## src/core/wake_pkg.sv

```systemverilog
// constants for the wakeup flag and reset entry block
// Functional notes
// - Bits 7 and 6 of the wakeup flag register are unused and always read as one.
// - A wakeup flag sets when its pin is an interrupt input and the selected edge is seen.
// - Software clears a wakeup flag by writing zero to it; flags are zero after reset.
// - A low reset pin stops all processing and puts the device in reset.
// - In reset, processor state and all peripheral registers return to initial values.
// - When the reset pin rises after a long enough low, the reset sequence begins.
// - The first step of the reset sequence sets the interrupt mask bit to one.
// - Then the reset vector word is read from the two lowest bytes into the program counter.
// - All six wakeup interrupts share one vector and one enable bit.
// - After reset every interrupt, the non-maskable one too, is refused until one instruction ran; the irq event line is not gated by the retire bit.
package wake_pkg;
    localparam logic [11:0] FLAGS_OFFSET    = 12'h000;
    localparam logic [11:0] MODE_OFFSET     = 12'h004;
    localparam logic [11:0] EDGE_OFFSET     = 12'h008;
    localparam logic [11:0] CTRL_OFFSET     = 12'h00C;
    localparam logic [11:0] PC_OFFSET       = 12'h010;
    localparam logic [11:0] STAT_OFFSET     = 12'h014;
    localparam logic [11:0] INT_STAT_OFFSET = 12'h018;
    localparam logic [11:0] INT_MASK_OFFSET = 12'h01C;
    localparam int          NUM_WAKE        = 6;
    localparam logic [1:0]  FLAGS_UNUSED    = 2'h3;
    localparam logic [15:0] VECTOR_ADDR     = 16'h0000;
    localparam int          CTRL_IEN_BIT    = 0;
    localparam int          CTRL_RETIRE_BIT = 1;
    localparam int          CTRL_NMI_BIT    = 2;
    localparam int          MIN_RESET_CYC   = 10;
    localparam logic [3:0]  RST_CNT_MAX     = 4'hF;
    localparam int          EV_WAKE         = 0;
    localparam int          EV_VECTOR       = 1;
    localparam int          EV_SHORT_RESET  = 2;
    typedef enum logic [1:0] {ST_RESET, ST_SET_MASK, ST_FETCH, ST_RUN} entry_state_t;
endpackage

```

## src/core/wake_reset_unit.sv

```systemverilog
// wakeup flag register and reset entry sequencer with apb access
//
// Design decisions made here: the APB register port and the register addresses.
`timescale 1ns/1ps
module wake_reset_unit #(
    parameter int NUM_WAKE = 6
) (
    // clock and reset
    input  wire logic                sys_clk,
    input  wire logic                reset_n,

    // apb slave
    input  wire logic                psel,
    input  wire logic                penable,
    input  wire logic                pwrite,
    input  wire logic [11:0]         paddr,
    input  wire logic [31:0]         pwdata,
    output logic                     pready,
    output logic [31:0]              prdata,
    output logic                     pslverr,

    // wakeup pins
    input  wire logic [NUM_WAKE-1:0] wake_pin,

    // reset vector word from memory
    output logic                     vec_rd,
    output logic [15:0]              vec_addr,
    input  wire logic [15:0]         vec_data,

    // processor side
    output logic                     cpu_hold,
    output logic                     mask_bit,
    output logic [15:0]              pc_out,
    output logic                     wake_irq_req,
    output logic                     nmi_req,
    output logic                     irq
);

    // register map, byte offsets
    // 0x00 wake flags: upper two bits read one, write 0 clears, 1 keeps
    // 0x04 interrupt-input select per pin
    // 0x08 edge select per pin, one for rising
    // 0x0C control: wake enable, first retire, nmi pending
    // 0x10 start address taken from the vector
    // 0x14 status: mask, short flag, hold, live bit for low count below minimum
    // 0x18 event status, write one clears
    // 0x1C event mask, a one masks that event
    // event bits: 0 wake edge, 1 vector fetch, 2 short reset
    // irq is a level while an unmasked event bit is set
    // unmapped reads return zero, unmapped writes are ignored

    logic [1:0]          rst_sync_reg;
    logic                rst_n;

    logic [NUM_WAKE-1:0] pin_s1_reg;
    logic [NUM_WAKE-1:0] pin_s2_reg;
    logic [NUM_WAKE-1:0] pin_prev_reg;

    logic [NUM_WAKE-1:0] flags_reg;
    logic [NUM_WAKE-1:0] mode_reg;
    logic [NUM_WAKE-1:0] edge_reg;
    logic                ien_reg;
    logic                nmi_pend_reg;
    logic                retired_reg;
    logic                mask_reg;
    logic [15:0]         pc_reg;
    logic                vec_rd_reg;

    logic [3:0]          low_cnt_reg = 4'h0;
    logic                short_reg;
    logic [2:0]          int_stat_reg;
    logic [2:0]          int_mask_reg;
    logic [31:0]         prdata_reg;

    logic [NUM_WAKE-1:0] edge_hit;
    logic                fetching;
    logic                short_pulse;
    logic                wr;
    logic                rd;
    logic [2:0]          events;
    wake_pkg::entry_state_t st_reg;

    function automatic logic hit(input logic [11:0] a, input logic [11:0] off);
        hit = (a == off);
    endfunction

    // apb decode; the slave never inserts wait states
    assign wr      = psel && penable && pwrite;
    assign rd      = psel && !penable && !pwrite;
    assign pready  = 1'b1;
    assign pslverr = 1'b0;
    assign prdata  = prdata_reg;

    // pin reset released through two stages; async assert halts everything but the low-time counter
    always_ff @(posedge sys_clk or negedge reset_n)
    begin
        if (!reset_n)
            rst_sync_reg <= 2'h0;
        else
            rst_sync_reg <= {rst_sync_reg[0], 1'b1};
    end
    assign rst_n = rst_sync_reg[1];

    // short-reset flag taken once per entry, at the vector fetch
    // power-up low time is measured too, so a brief power-up reset is flagged
    always_ff @(posedge sys_clk or negedge reset_n)
    begin
        if (!reset_n)
            short_reg <= 1'b0;
        else if (fetching)
            short_reg <= short_pulse;
    end

    // counts cycles spent in reset to flag a too-short pulse
    // saturates so a long hold cannot wrap back to short
    always_ff @(posedge sys_clk)
    begin
        if (!rst_n)
        begin
            if (low_cnt_reg != wake_pkg::RST_CNT_MAX)
                low_cnt_reg <= low_cnt_reg + 4'h1;
        end
        else if (st_reg == wake_pkg::ST_RUN)
            low_cnt_reg <= 4'h0;
    end

    // two flops against metastability; the prev stage gives the edge
    always_ff @(posedge sys_clk or negedge rst_n)
    begin
        if (!rst_n)
        begin
            pin_s1_reg   <= '0;
            pin_s2_reg   <= '0;
            pin_prev_reg <= '0;
        end
        else
        begin
            pin_s1_reg   <= wake_pin;
            pin_s2_reg   <= pin_s1_reg;
            pin_prev_reg <= pin_s2_reg;
        end
    end

    // edge_reg bit one selects rising, zero falling
    assign edge_hit = mode_reg & ((edge_reg & pin_s2_reg & ~pin_prev_reg)
                    | (~edge_reg & ~pin_s2_reg & pin_prev_reg));

    // set wins over a same-cycle clear
    always_ff @(posedge sys_clk or negedge rst_n)
    begin
        if (!rst_n)
            flags_reg <= '0;
        else if (wr && hit(paddr, wake_pkg::FLAGS_OFFSET))
            flags_reg <= (flags_reg & pwdata[NUM_WAKE-1:0]) | edge_hit;
        else
            flags_reg <= flags_reg | edge_hit;
    end

    // pin mode, edge select and wake enable
    always_ff @(posedge sys_clk or negedge rst_n)
    begin
        if (!rst_n)
        begin
            mode_reg <= '0;
            edge_reg <= '0;
            ien_reg  <= 1'b0;
        end
        else if (wr)
        begin
            if (hit(paddr, wake_pkg::MODE_OFFSET))
                mode_reg <= pwdata[NUM_WAKE-1:0];
            if (hit(paddr, wake_pkg::EDGE_OFFSET))
                edge_reg <= pwdata[NUM_WAKE-1:0];
            if (hit(paddr, wake_pkg::CTRL_OFFSET))
                ien_reg <= pwdata[wake_pkg::CTRL_IEN_BIT];
        end
    end

    // entry sequencer: set mask, fetch vector, run
    always_ff @(posedge sys_clk or negedge rst_n)
    begin
        if (!rst_n)
        begin
            st_reg      <= wake_pkg::ST_RESET;
            mask_reg    <= 1'b1;
            pc_reg      <= 16'h0000;
            vec_rd_reg  <= 1'b0;
            retired_reg <= 1'b0;
        end
        else
        begin
            vec_rd_reg <= 1'b0;
            case (st_reg)
                wake_pkg::ST_RESET:
                begin
                    st_reg <= wake_pkg::ST_SET_MASK;
                end
                wake_pkg::ST_SET_MASK:
                begin
                    mask_reg   <= 1'b1;
                    vec_rd_reg <= 1'b1;
                    st_reg     <= wake_pkg::ST_FETCH;
                end
                wake_pkg::ST_FETCH:
                begin
                    // the word is sampled in the same cycle as the read pulse
                    pc_reg <= vec_data;
                    st_reg <= wake_pkg::ST_RUN;
                end
                wake_pkg::ST_RUN:
                begin
                    if (wr && hit(paddr, wake_pkg::CTRL_OFFSET)
                        && pwdata[wake_pkg::CTRL_RETIRE_BIT])
                        retired_reg <= 1'b1;
                    // mask is software-writable only once running
                    if (wr && hit(paddr, wake_pkg::STAT_OFFSET))
                        mask_reg <= pwdata[0];
                end
                default:
                begin
                    st_reg <= wake_pkg::ST_RESET;
                end
            endcase
        end
    end

    // nmi pending is held off by the retire gate below
    always_ff @(posedge sys_clk or negedge rst_n)
    begin
        if (!rst_n)
            nmi_pend_reg <= 1'b0;
        else if (wr && hit(paddr, wake_pkg::CTRL_OFFSET))
            nmi_pend_reg <= pwdata[wake_pkg::CTRL_NMI_BIT];
    end

    assign cpu_hold     = (st_reg != wake_pkg::ST_RUN);
    assign mask_bit     = mask_reg;
    assign pc_out       = pc_reg;
    assign vec_rd       = vec_rd_reg;
    assign vec_addr     = wake_pkg::VECTOR_ADDR;
    // one shared request gated by one enable and held off until first retire
    assign wake_irq_req = retired_reg && !mask_reg && ien_reg && (|flags_reg);
    assign nmi_req      = retired_reg && nmi_pend_reg;

    assign fetching    = (st_reg == wake_pkg::ST_FETCH);
    assign short_pulse = fetching && (low_cnt_reg < 4'(wake_pkg::MIN_RESET_CYC));

    assign events = {short_pulse, fetching, |edge_hit};

    // event status and mask; set wins over a same-cycle clear
    always_ff @(posedge sys_clk or negedge rst_n)
    begin
        if (!rst_n)
        begin
            int_stat_reg <= 3'h0;
            int_mask_reg <= 3'h0;
        end
        else
        begin
            if (wr && hit(paddr, wake_pkg::INT_STAT_OFFSET))
                int_stat_reg <= (int_stat_reg & ~pwdata[2:0]) | events;
            else
                int_stat_reg <= int_stat_reg | events;

            if (wr && hit(paddr, wake_pkg::INT_MASK_OFFSET))
                int_mask_reg <= pwdata[2:0];
        end
    end
    // a set mask bit hides its event from the line
    assign irq = |(int_stat_reg & ~int_mask_reg);

    // read data registered in the setup cycle, stands through access
    always_ff @(posedge sys_clk or negedge rst_n)
    begin
        if (!rst_n)
            prdata_reg <= 32'h0000_0000;
        else if (rd)
        begin
            case (paddr)
                wake_pkg::FLAGS_OFFSET:
                    prdata_reg <= {24'h0, wake_pkg::FLAGS_UNUSED, flags_reg};
                wake_pkg::MODE_OFFSET:
                    prdata_reg <= {26'h0, mode_reg};
                wake_pkg::EDGE_OFFSET:
                    prdata_reg <= {26'h0, edge_reg};
                wake_pkg::CTRL_OFFSET:
                    prdata_reg <= {29'h0, nmi_pend_reg, retired_reg, ien_reg};
                wake_pkg::PC_OFFSET:
                    prdata_reg <= {16'h0, pc_reg};
                wake_pkg::STAT_OFFSET:
                    prdata_reg <= {28'h0, low_cnt_reg < 4'(wake_pkg::MIN_RESET_CYC), cpu_hold,
                                   short_reg, mask_reg};
                wake_pkg::INT_STAT_OFFSET:
                    prdata_reg <= {29'h0, int_stat_reg};
                wake_pkg::INT_MASK_OFFSET:
                    prdata_reg <= {29'h0, int_mask_reg};
                default:
                    prdata_reg <= 32'h0000_0000;
            endcase
        end
    end
endmodule

```

## config.mk

```make
export PLATFORM = sky130hd
export DESIGN_NAME = wake_reset_unit
export DESIGN_NICKNAME = d
export VERILOG_FILES = /design/src/core/wake_pkg.sv /design/src/core/wake_reset_unit.sv
export SDC_FILE = /design/constraint.sdc
export NUM_CORES = 1
export LEC_CHECK = 0
export BUFFER_PORTS_ARGS = -buffer_cell sky130_fd_sc_hd__buf_2
export CAP_MARGIN = 40
export CORE_MARGIN = 5
export CORE_UTILIZATION = 50
export DETAILED_ROUTE_END_ITERATION = 10
export GPL_TIMING_DRIVEN = 0
export PLACE_DENSITY_LB_ADDON = 0.08
export SYNTH_ARGS = -nofsm -noshare
export SYNTH_HDL_FRONTEND = slang
export SYNTH_SLANG_ARGS = --single-unit
```

## constraint.sdc

```tcl
create_clock -name sys_clk -period 3.6 [get_ports sys_clk]
set_clock_uncertainty 0.05 [all_clocks]
set_input_delay 0.72 -clock sys_clk [delete_from_list [all_inputs] [get_ports sys_clk]]
set_output_delay 0.72 -clock sys_clk [all_outputs]
set_load 0.02 [all_outputs]
```

Yosys cells after proc, flatten, opt, wreduce, memory -nomap -nowiden
Cells that the tools add are included.
W data, S select, Z words.

operators by class
  eq/ne operators = 14
  reduce and logical (&&, ||, !) cells = 32
  order comparisons = 1
  add/subtract/negate cells = 1
  muxes and demuxes = 10
  bitwise logic cells = 18

operators by type and width
  operator               count
  $pmux W16 S8           1
  $eq A12 B5 Y1 const B  4
  $and A6 B6 Y6          6
  $eq A12 B4 Y1 const B  2
  $not A6 Y6             3
  $or A6 B6 Y6           3
  $logic_and A1 B1 Y1    15
  $eq A12 B3 Y1 const B  1
  $logic_not A12 Y1      1
  $mux W4                3
  $reduce_and A2 Y1      6
  $reduce_or A6 Y1       2
  $and A3 B3 Y3          2
  $mux W6                1
  $not A3 Y3             2
  $or A3 B3 Y3           2
  $pmux W2 S3            1
  $add A4 B1 Y4 const B  1
  $eq A2 B2 Y1 const B   2
  $lt A4 B4 Y1 const B   1
  $ne A2 B1 Y1 const B   2
  $ne A4 B4 Y1 const B   1
  $reduce_bool A2 Y1     2
  $logic_not A1 Y1       3
  other kinds (8)        9

storage, ports and cells
  input port bits = 71
  output and inout bits = 72
  bits in registers = 104
  word-level logic and storage cells = 95

Logic depth before layout (Yosys ltp)
  word-level depth = 8
  gate-level depth with buffers = 7
  depth with buffers taken out = 5

Worst setup path after synthesis
No wires, ideal clock.

  path type = register -> register
  start = register rst_sync_reg[1]
  end = register low_cnt_reg[0], enable pin
  clock period less this slack = 3.015 ns
  stages on the path, launching flop included = 2
  setup slack = 0.585 ns
  setup time = 0.391 ns
  arrival time = 2.574 ns
  data required time = 3.159 ns
  cells stage by stage = dfrtp_1 -> a21oi_1

on the way
  longest elaborated chain between the ends = 2
  elaborated cells on any way between the ends = 3
  classes of those cells = 1 x eq/ne; 2 x reduce/logical

RTL lines
  item                                                                 line                    RTL
  start, declared                                                      wake_reset_unit.sv:52   logic [1:0] rst_sync_reg;
  start signal, assigned                                               wake_reset_unit.sv:100  rst_sync_reg <= {rst_sync_reg[0], 1'b1};
  $ne A2 B1 Y1 (no line) / $reduce_bool A2 Y1 (equally long branches)  n/a
  $reduce_and A2 Y1 (no line) (*)                                      n/a
  end signal, assigned                                                 wake_reset_unit.sv:121  low_cnt_reg <= low_cnt_reg + 4'h1;
  end, declared                                                        wake_reset_unit.sv:69   logic [3:0] low_cnt_reg = 4'h0;

Every way passes the cells marked *; elsewhere a longest branch is shown, timed or not.
A chain may end at the register's enable or synchronous reset.

Worst setup path in the final report
  start = input port paddr[5]
  end = register mode_reg[3]

on the way
  longest elaborated chain between the ends = 2

RTL lines
  item                         line                    RTL
  start, declared              wake_reset_unit.sv:16   input wire logic [11:0] paddr,
  $eq A12 B3 Y1                wake_reset_unit.sv:84   hit = (a == off);
  $reduce_and A2 Y1 (no line)  n/a
  end signal, assigned         wake_reset_unit.sv:171  mode_reg <= pwdata[NUM_WAKE-1:0];
  end, declared                wake_reset_unit.sv:60   logic [NUM_WAKE-1:0] mode_reg;

Every way passes these cells.

==> results by stage <==
Power and ir drop:
- The largest vdd supply drop is 0.2712 mV.
- The share of total power dissipated in sequential elements is 0.524.
- The internal cell power is 1496 µW.
- The power density over the cells is 396.5 mW/mm².
- The switching power as a share of total power is 0.2478.
- The static leakage is 0.002476 µW.
- The part of the power in combinational logic is 0.093.
- The post-route total power is 1989 µW.
- The share of total power in the clock network is 0.382.
- In this run the power spent charging and discharging nets is 492.9 µW.

Global route:
- For this run the aggregate overflow at the end of global routing stands at 0.
- The global-route wire length before repair is 15160 µm.
- The largest net degree at the start of global routing is 51.
- The most used routing layer in global routing is met2.
- The number of antenna violations at the first check in global routing is 0.
- In the global route stage, met2 resource usage came out at 0.3094.
- The overall routing resource usage is 0.1913.
- The met1 usage is 0.2586.
- The via count of the first global-routing pass is 3034.
- The fraction of met3 tracks used by global routing is 0.05467.

Logic synthesis:
- The predominant post-synthesis flop cell is sky130_fd_sc_hd__dfrtp_1.
- Summing every instance area after synthesis gives 0.004096 mm².
- The number of enable-type register cells in the synthesized netlist is 4.
- Yosys mapped the design onto 54 distinct sky130hd cell types.
- Counting flops and latches in the post-synthesis netlist gives 88.
- In the synthesized netlist the async set-or-reset flop fraction comes to 0.9545.
- The library cell with the largest summed area after synthesis is sky130_fd_sc_hd__dfrtp_1.
- The synthesized area per cell is 12.01 µm².
- Yosys attributes the largest share of cell area to sky130_fd_sc_hd__dfrtp_1 (51%), sky130_fd_sc_hd__mux2_2 (9.9%), sky130_fd_sc_hd__buf_4 (6.2%), sky130_fd_sc_hd__mux2i_1 (2.9%), sky130_fd_sc_hd__edfxtp_1 (2.9%).
- The share of the synthesized area in the top cell type is 0.5070.
- The sequential fraction of the synthesis area is 0.5428.
- Synthesis produced 341 cells.
- The count of warnings emitted by yosys is 0.

Critical path:
- On the worst path, the slowest cell contributes a delay of 0.54 ns.
- The startpoint of the lowest-slack register-to-register path is st_reg[0].
- The setup path with the least slack is of type input pin to flop.
- Among cell families on the critical path, the largest total delay comes from simple AND/OR/NAND/NOR gates.
- The worst register-to-register path has a setup slack of 1.36 ns.
- The worst setup path is launched from an input pin.
- The endpoint required time on the critical path is 3.79 ns.
- The worst-path maximum fanout is 10.
- Together, buffers and inverters on the worst path number 4.
- The endpoint kind of the worst setup timing path is a flop.
- The signal on the critical path passes through buf_2 > or3_1 > clkbuf_1 > or4_1 > clkbuf_1 > nor2b_1 > buf_2 > mux2_2.
- On the critical path, the stage with the largest delay is an instance of sky130_fd_sc_hd__or4_1.
- The worst register-to-register path has a depth of 5.
- The end of the worst register-to-register path is pc_out[8].
- Data arrives at the worst endpoint at 2.93 ns.

Drt:
- The number of vias per cell is 5.138.
- The post-route antenna net violation count is 0.
- The number of iterations in the first detailed-routing pass is 4.
- In the routed design, unresolved DRC markers number 0.
- The routed layout has 2970 vias.
- Wires add up to 9084 µm.
- The detailed router finished its first iteration with 158 violations.
- The mean routed wirelength per cell is 15.72 µm.

STA:
- Setup repair after global routing left no endpoint under its margin.
- The minimum period implied by the final worst setup slack is 2.740 ns.
- The final-report hold violation count is 0.
- The max-slew violation total from the final report came to 0.
- At the pin with the least slew margin, the transition time is 0.7795 ns.
- The minimum hold slack is 0.09203 ns.
- In the finished design, the share of the clock period the worst path needs comes to 0.7612.
- The worst path meets setup with 0.8596 ns of slack.
- Setup violations remaining at the end of the flow were counted as 0.
- In this run the tightest slew margin relative to its limit is 0.4755.
- The highest attainable clock frequency is 0.3649 GHz.
- In the final timing run, aggregate negative setup slack is 0 ns.

Place:
- The final weighted congestion of routability-driven global placement is 0.8252.
- Once placement finished, the instance area stood at 0.004793 mm².
- The total of buffers placed on input and output ports is 81.
- The half-perimeter wire length after placement is 6906 µm.
- The pre-CTS setup slack is 0.5248 ns.

Clock tree:
- The post-CTS resize count is 0.
- No sink is reached through more buffers than the 2 on the longest clock path.
- TritonCTS built the clock tree.
- CTS saw 88 sinks.
- Counting the buffers created by CTS gives 9.
- The clock-pin transition on the worst setup and hold timing paths is 0.09 ns.
- The insertion delay of the later-clocked pin in the worst-skew pair is 0.35 ns.
- The post-CTS setup buffer count is 0.
- The clock tree root driver cell is sky130_fd_sc_hd__clkbuf_8.
- The clock tree synthesis step divided the H-tree into 3 levels.
- Hold repair after CTS inserted 0 buffers.

Final layout:
- The number of diodes added for antenna fixing is 0.
- The final layout contains 545 nets.
- The share of layout cells above drive strength 1 is 0.3890.
- The area growth from synthesis to layout is 22.45%.
- The final instance area is 0.005016 mm².

Floorplanning:
- The die covers 0.01010 mm².
- The I/O pin count is 143.
- Row generation in the floorplan step produced 33 rows.
- The vertical die dimension is 100.5 µm.
- The core area is 0.008093 mm².
- The initial core utilization is 0.5062.
- The width of the die is 100.5 µm.

Status:
- The flow ran to the end, and the final reports show no timing, DRC or antenna violations.

Flow run:
- The max capacitance violation total is 0.

Hold path:
- The path type of the worst min-delay path is input pin to async pin.
## power groups by stage
stage                     clock (µW)  combinational, µW  sequential (µW)
after floorplan                    0                106             1080
after global placement             0                169             1070
after detailed placement           0                185             1060
after CTS                        771                185             1040
after global routing             825                204             1050
final                            760                186             1040
## synth_stat cells, drive strengths merged, types with 4 or more instances
cell and count:
dfrtp 83, buf 38, mux2 36, nand2 19, o21ai 15, mux2i 12
clkbuf 11, a22o 8, nor2 8, nor3 8, inv 7, nor4 7
and3b 6, ha 6, nor2b 6, nor3b 6, o31ai 6, or4 5
a21oi 4, edfxtp 4, nand3 4
## kinds of logic (layout without fill, tap and decap cells)
family,after synthesis,count (layout),share of synthesized area
and+or+nand+nor,87,87,0.1258
muxes,49,49,0.1338
other,2,35,0.001833
adders and majority gates,6,6,0.01833
AOI/OAI and AO/OA,51,51,0.08827
xor gates and xnor gates,2,2,0.004277
DFF,88,88,0.5428
buffers and inverters,56,155,0.08491
## placed cells by master, fill, tap and decap left out, types with 3 or more instances in the layout
master                     netlist  final
sky130_fd_sc_hd__nor4_1          7      7
sky130_fd_sc_hd__clkbuf_8        0      9
sky130_fd_sc_hd__inv_1           7      7
sky130_fd_sc_hd__buf_2           2     84
sky130_fd_sc_hd__nand3_1         4      4
sky130_fd_sc_hd__o21ai_0        14     14
sky130_fd_sc_hd__mux2i_1        12     12
sky130_fd_sc_hd__and3_1          3      3
sky130_fd_sc_hd__nor2b_1         6      6
sky130_fd_sc_hd__a22oi_1         3      3
sky130_fd_sc_hd__clkbuf_1       11     11
sky130_fd_sc_hd__and3b_1         6      6
sky130_fd_sc_hd__buf_4          34     34
sky130_fd_sc_hd__o31ai_1         6      6
sky130_fd_sc_hd__dfrtp_1        83     82
sky130_fd_sc_hd__nor3_1          8      8
sky130_fd_sc_hd__o22ai_1         3      3
sky130_fd_sc_hd__edfxtp_1        4      4
sky130_fd_sc_hd__nor2_1          8      8
sky130_fd_sc_hd__nor3b_1         6      6
sky130_fd_sc_hd__mux2_2         36     36
sky130_fd_sc_hd__a22o_1          8      8
sky130_fd_sc_hd__nand2_1        19     19
sky130_fd_sc_hd__or4_1           3      3
sky130_fd_sc_hd__a21oi_1         4      4
sky130_fd_sc_hd__or3_1           3      3
sky130_fd_sc_hd__conb_1          2     35
sky130_fd_sc_hd__inv_6           0      3
sky130_fd_sc_hd__ha_1            6      6
## metal layers
metal,up-vias,share of wire
met4,0,0.0090
met3,6,0.079
met5,-,0
met2,98,0.47
met1,1441,0.44
li1,1425,-
## stage by stage
stage                 util  instances
detailed placement  0.5923        562
floorplan                -        374
finish              0.6198        578
global route        0.6198        578
CTS                 0.6198        578
global placement    0.5878        560
## area by class of cell
type / instances / area, µm²
Fill cell: 692 / 3077
Sequential cell: 88 / 2227
Tap cell: 105 / 131.4
Clock inverter: 7 / 98.84
Timing Repair Buffer: 83 / 437.9
Clock buffer: 9 / 123.9
Multi-Input combinational cell: 230 / 1649
Buffer: 49 / 321.6
Inverter: 7 / 26.28
## worst max-delay path by stage
stage | depth (start not counted) | slack, ns | endpoint | start
after floorplan | 1 | 0.59 | low_cnt_reg[0] | rst_sync_reg[1]
after global placement | 1 | -0.35 | low_cnt_reg[1] | rst_sync_reg[1]
after detailed placement | 8 | 0.52 | mode_reg[2] | paddr[5]
after CTS | 8 | 0.88 | mode_reg[3] | paddr[5]
after global routing | 8 | 0.75 | mode_reg[5] | paddr[5]
final | 8 | 0.86 | mode_reg[3] | paddr[5]
(Power assumes the default switching activity.)
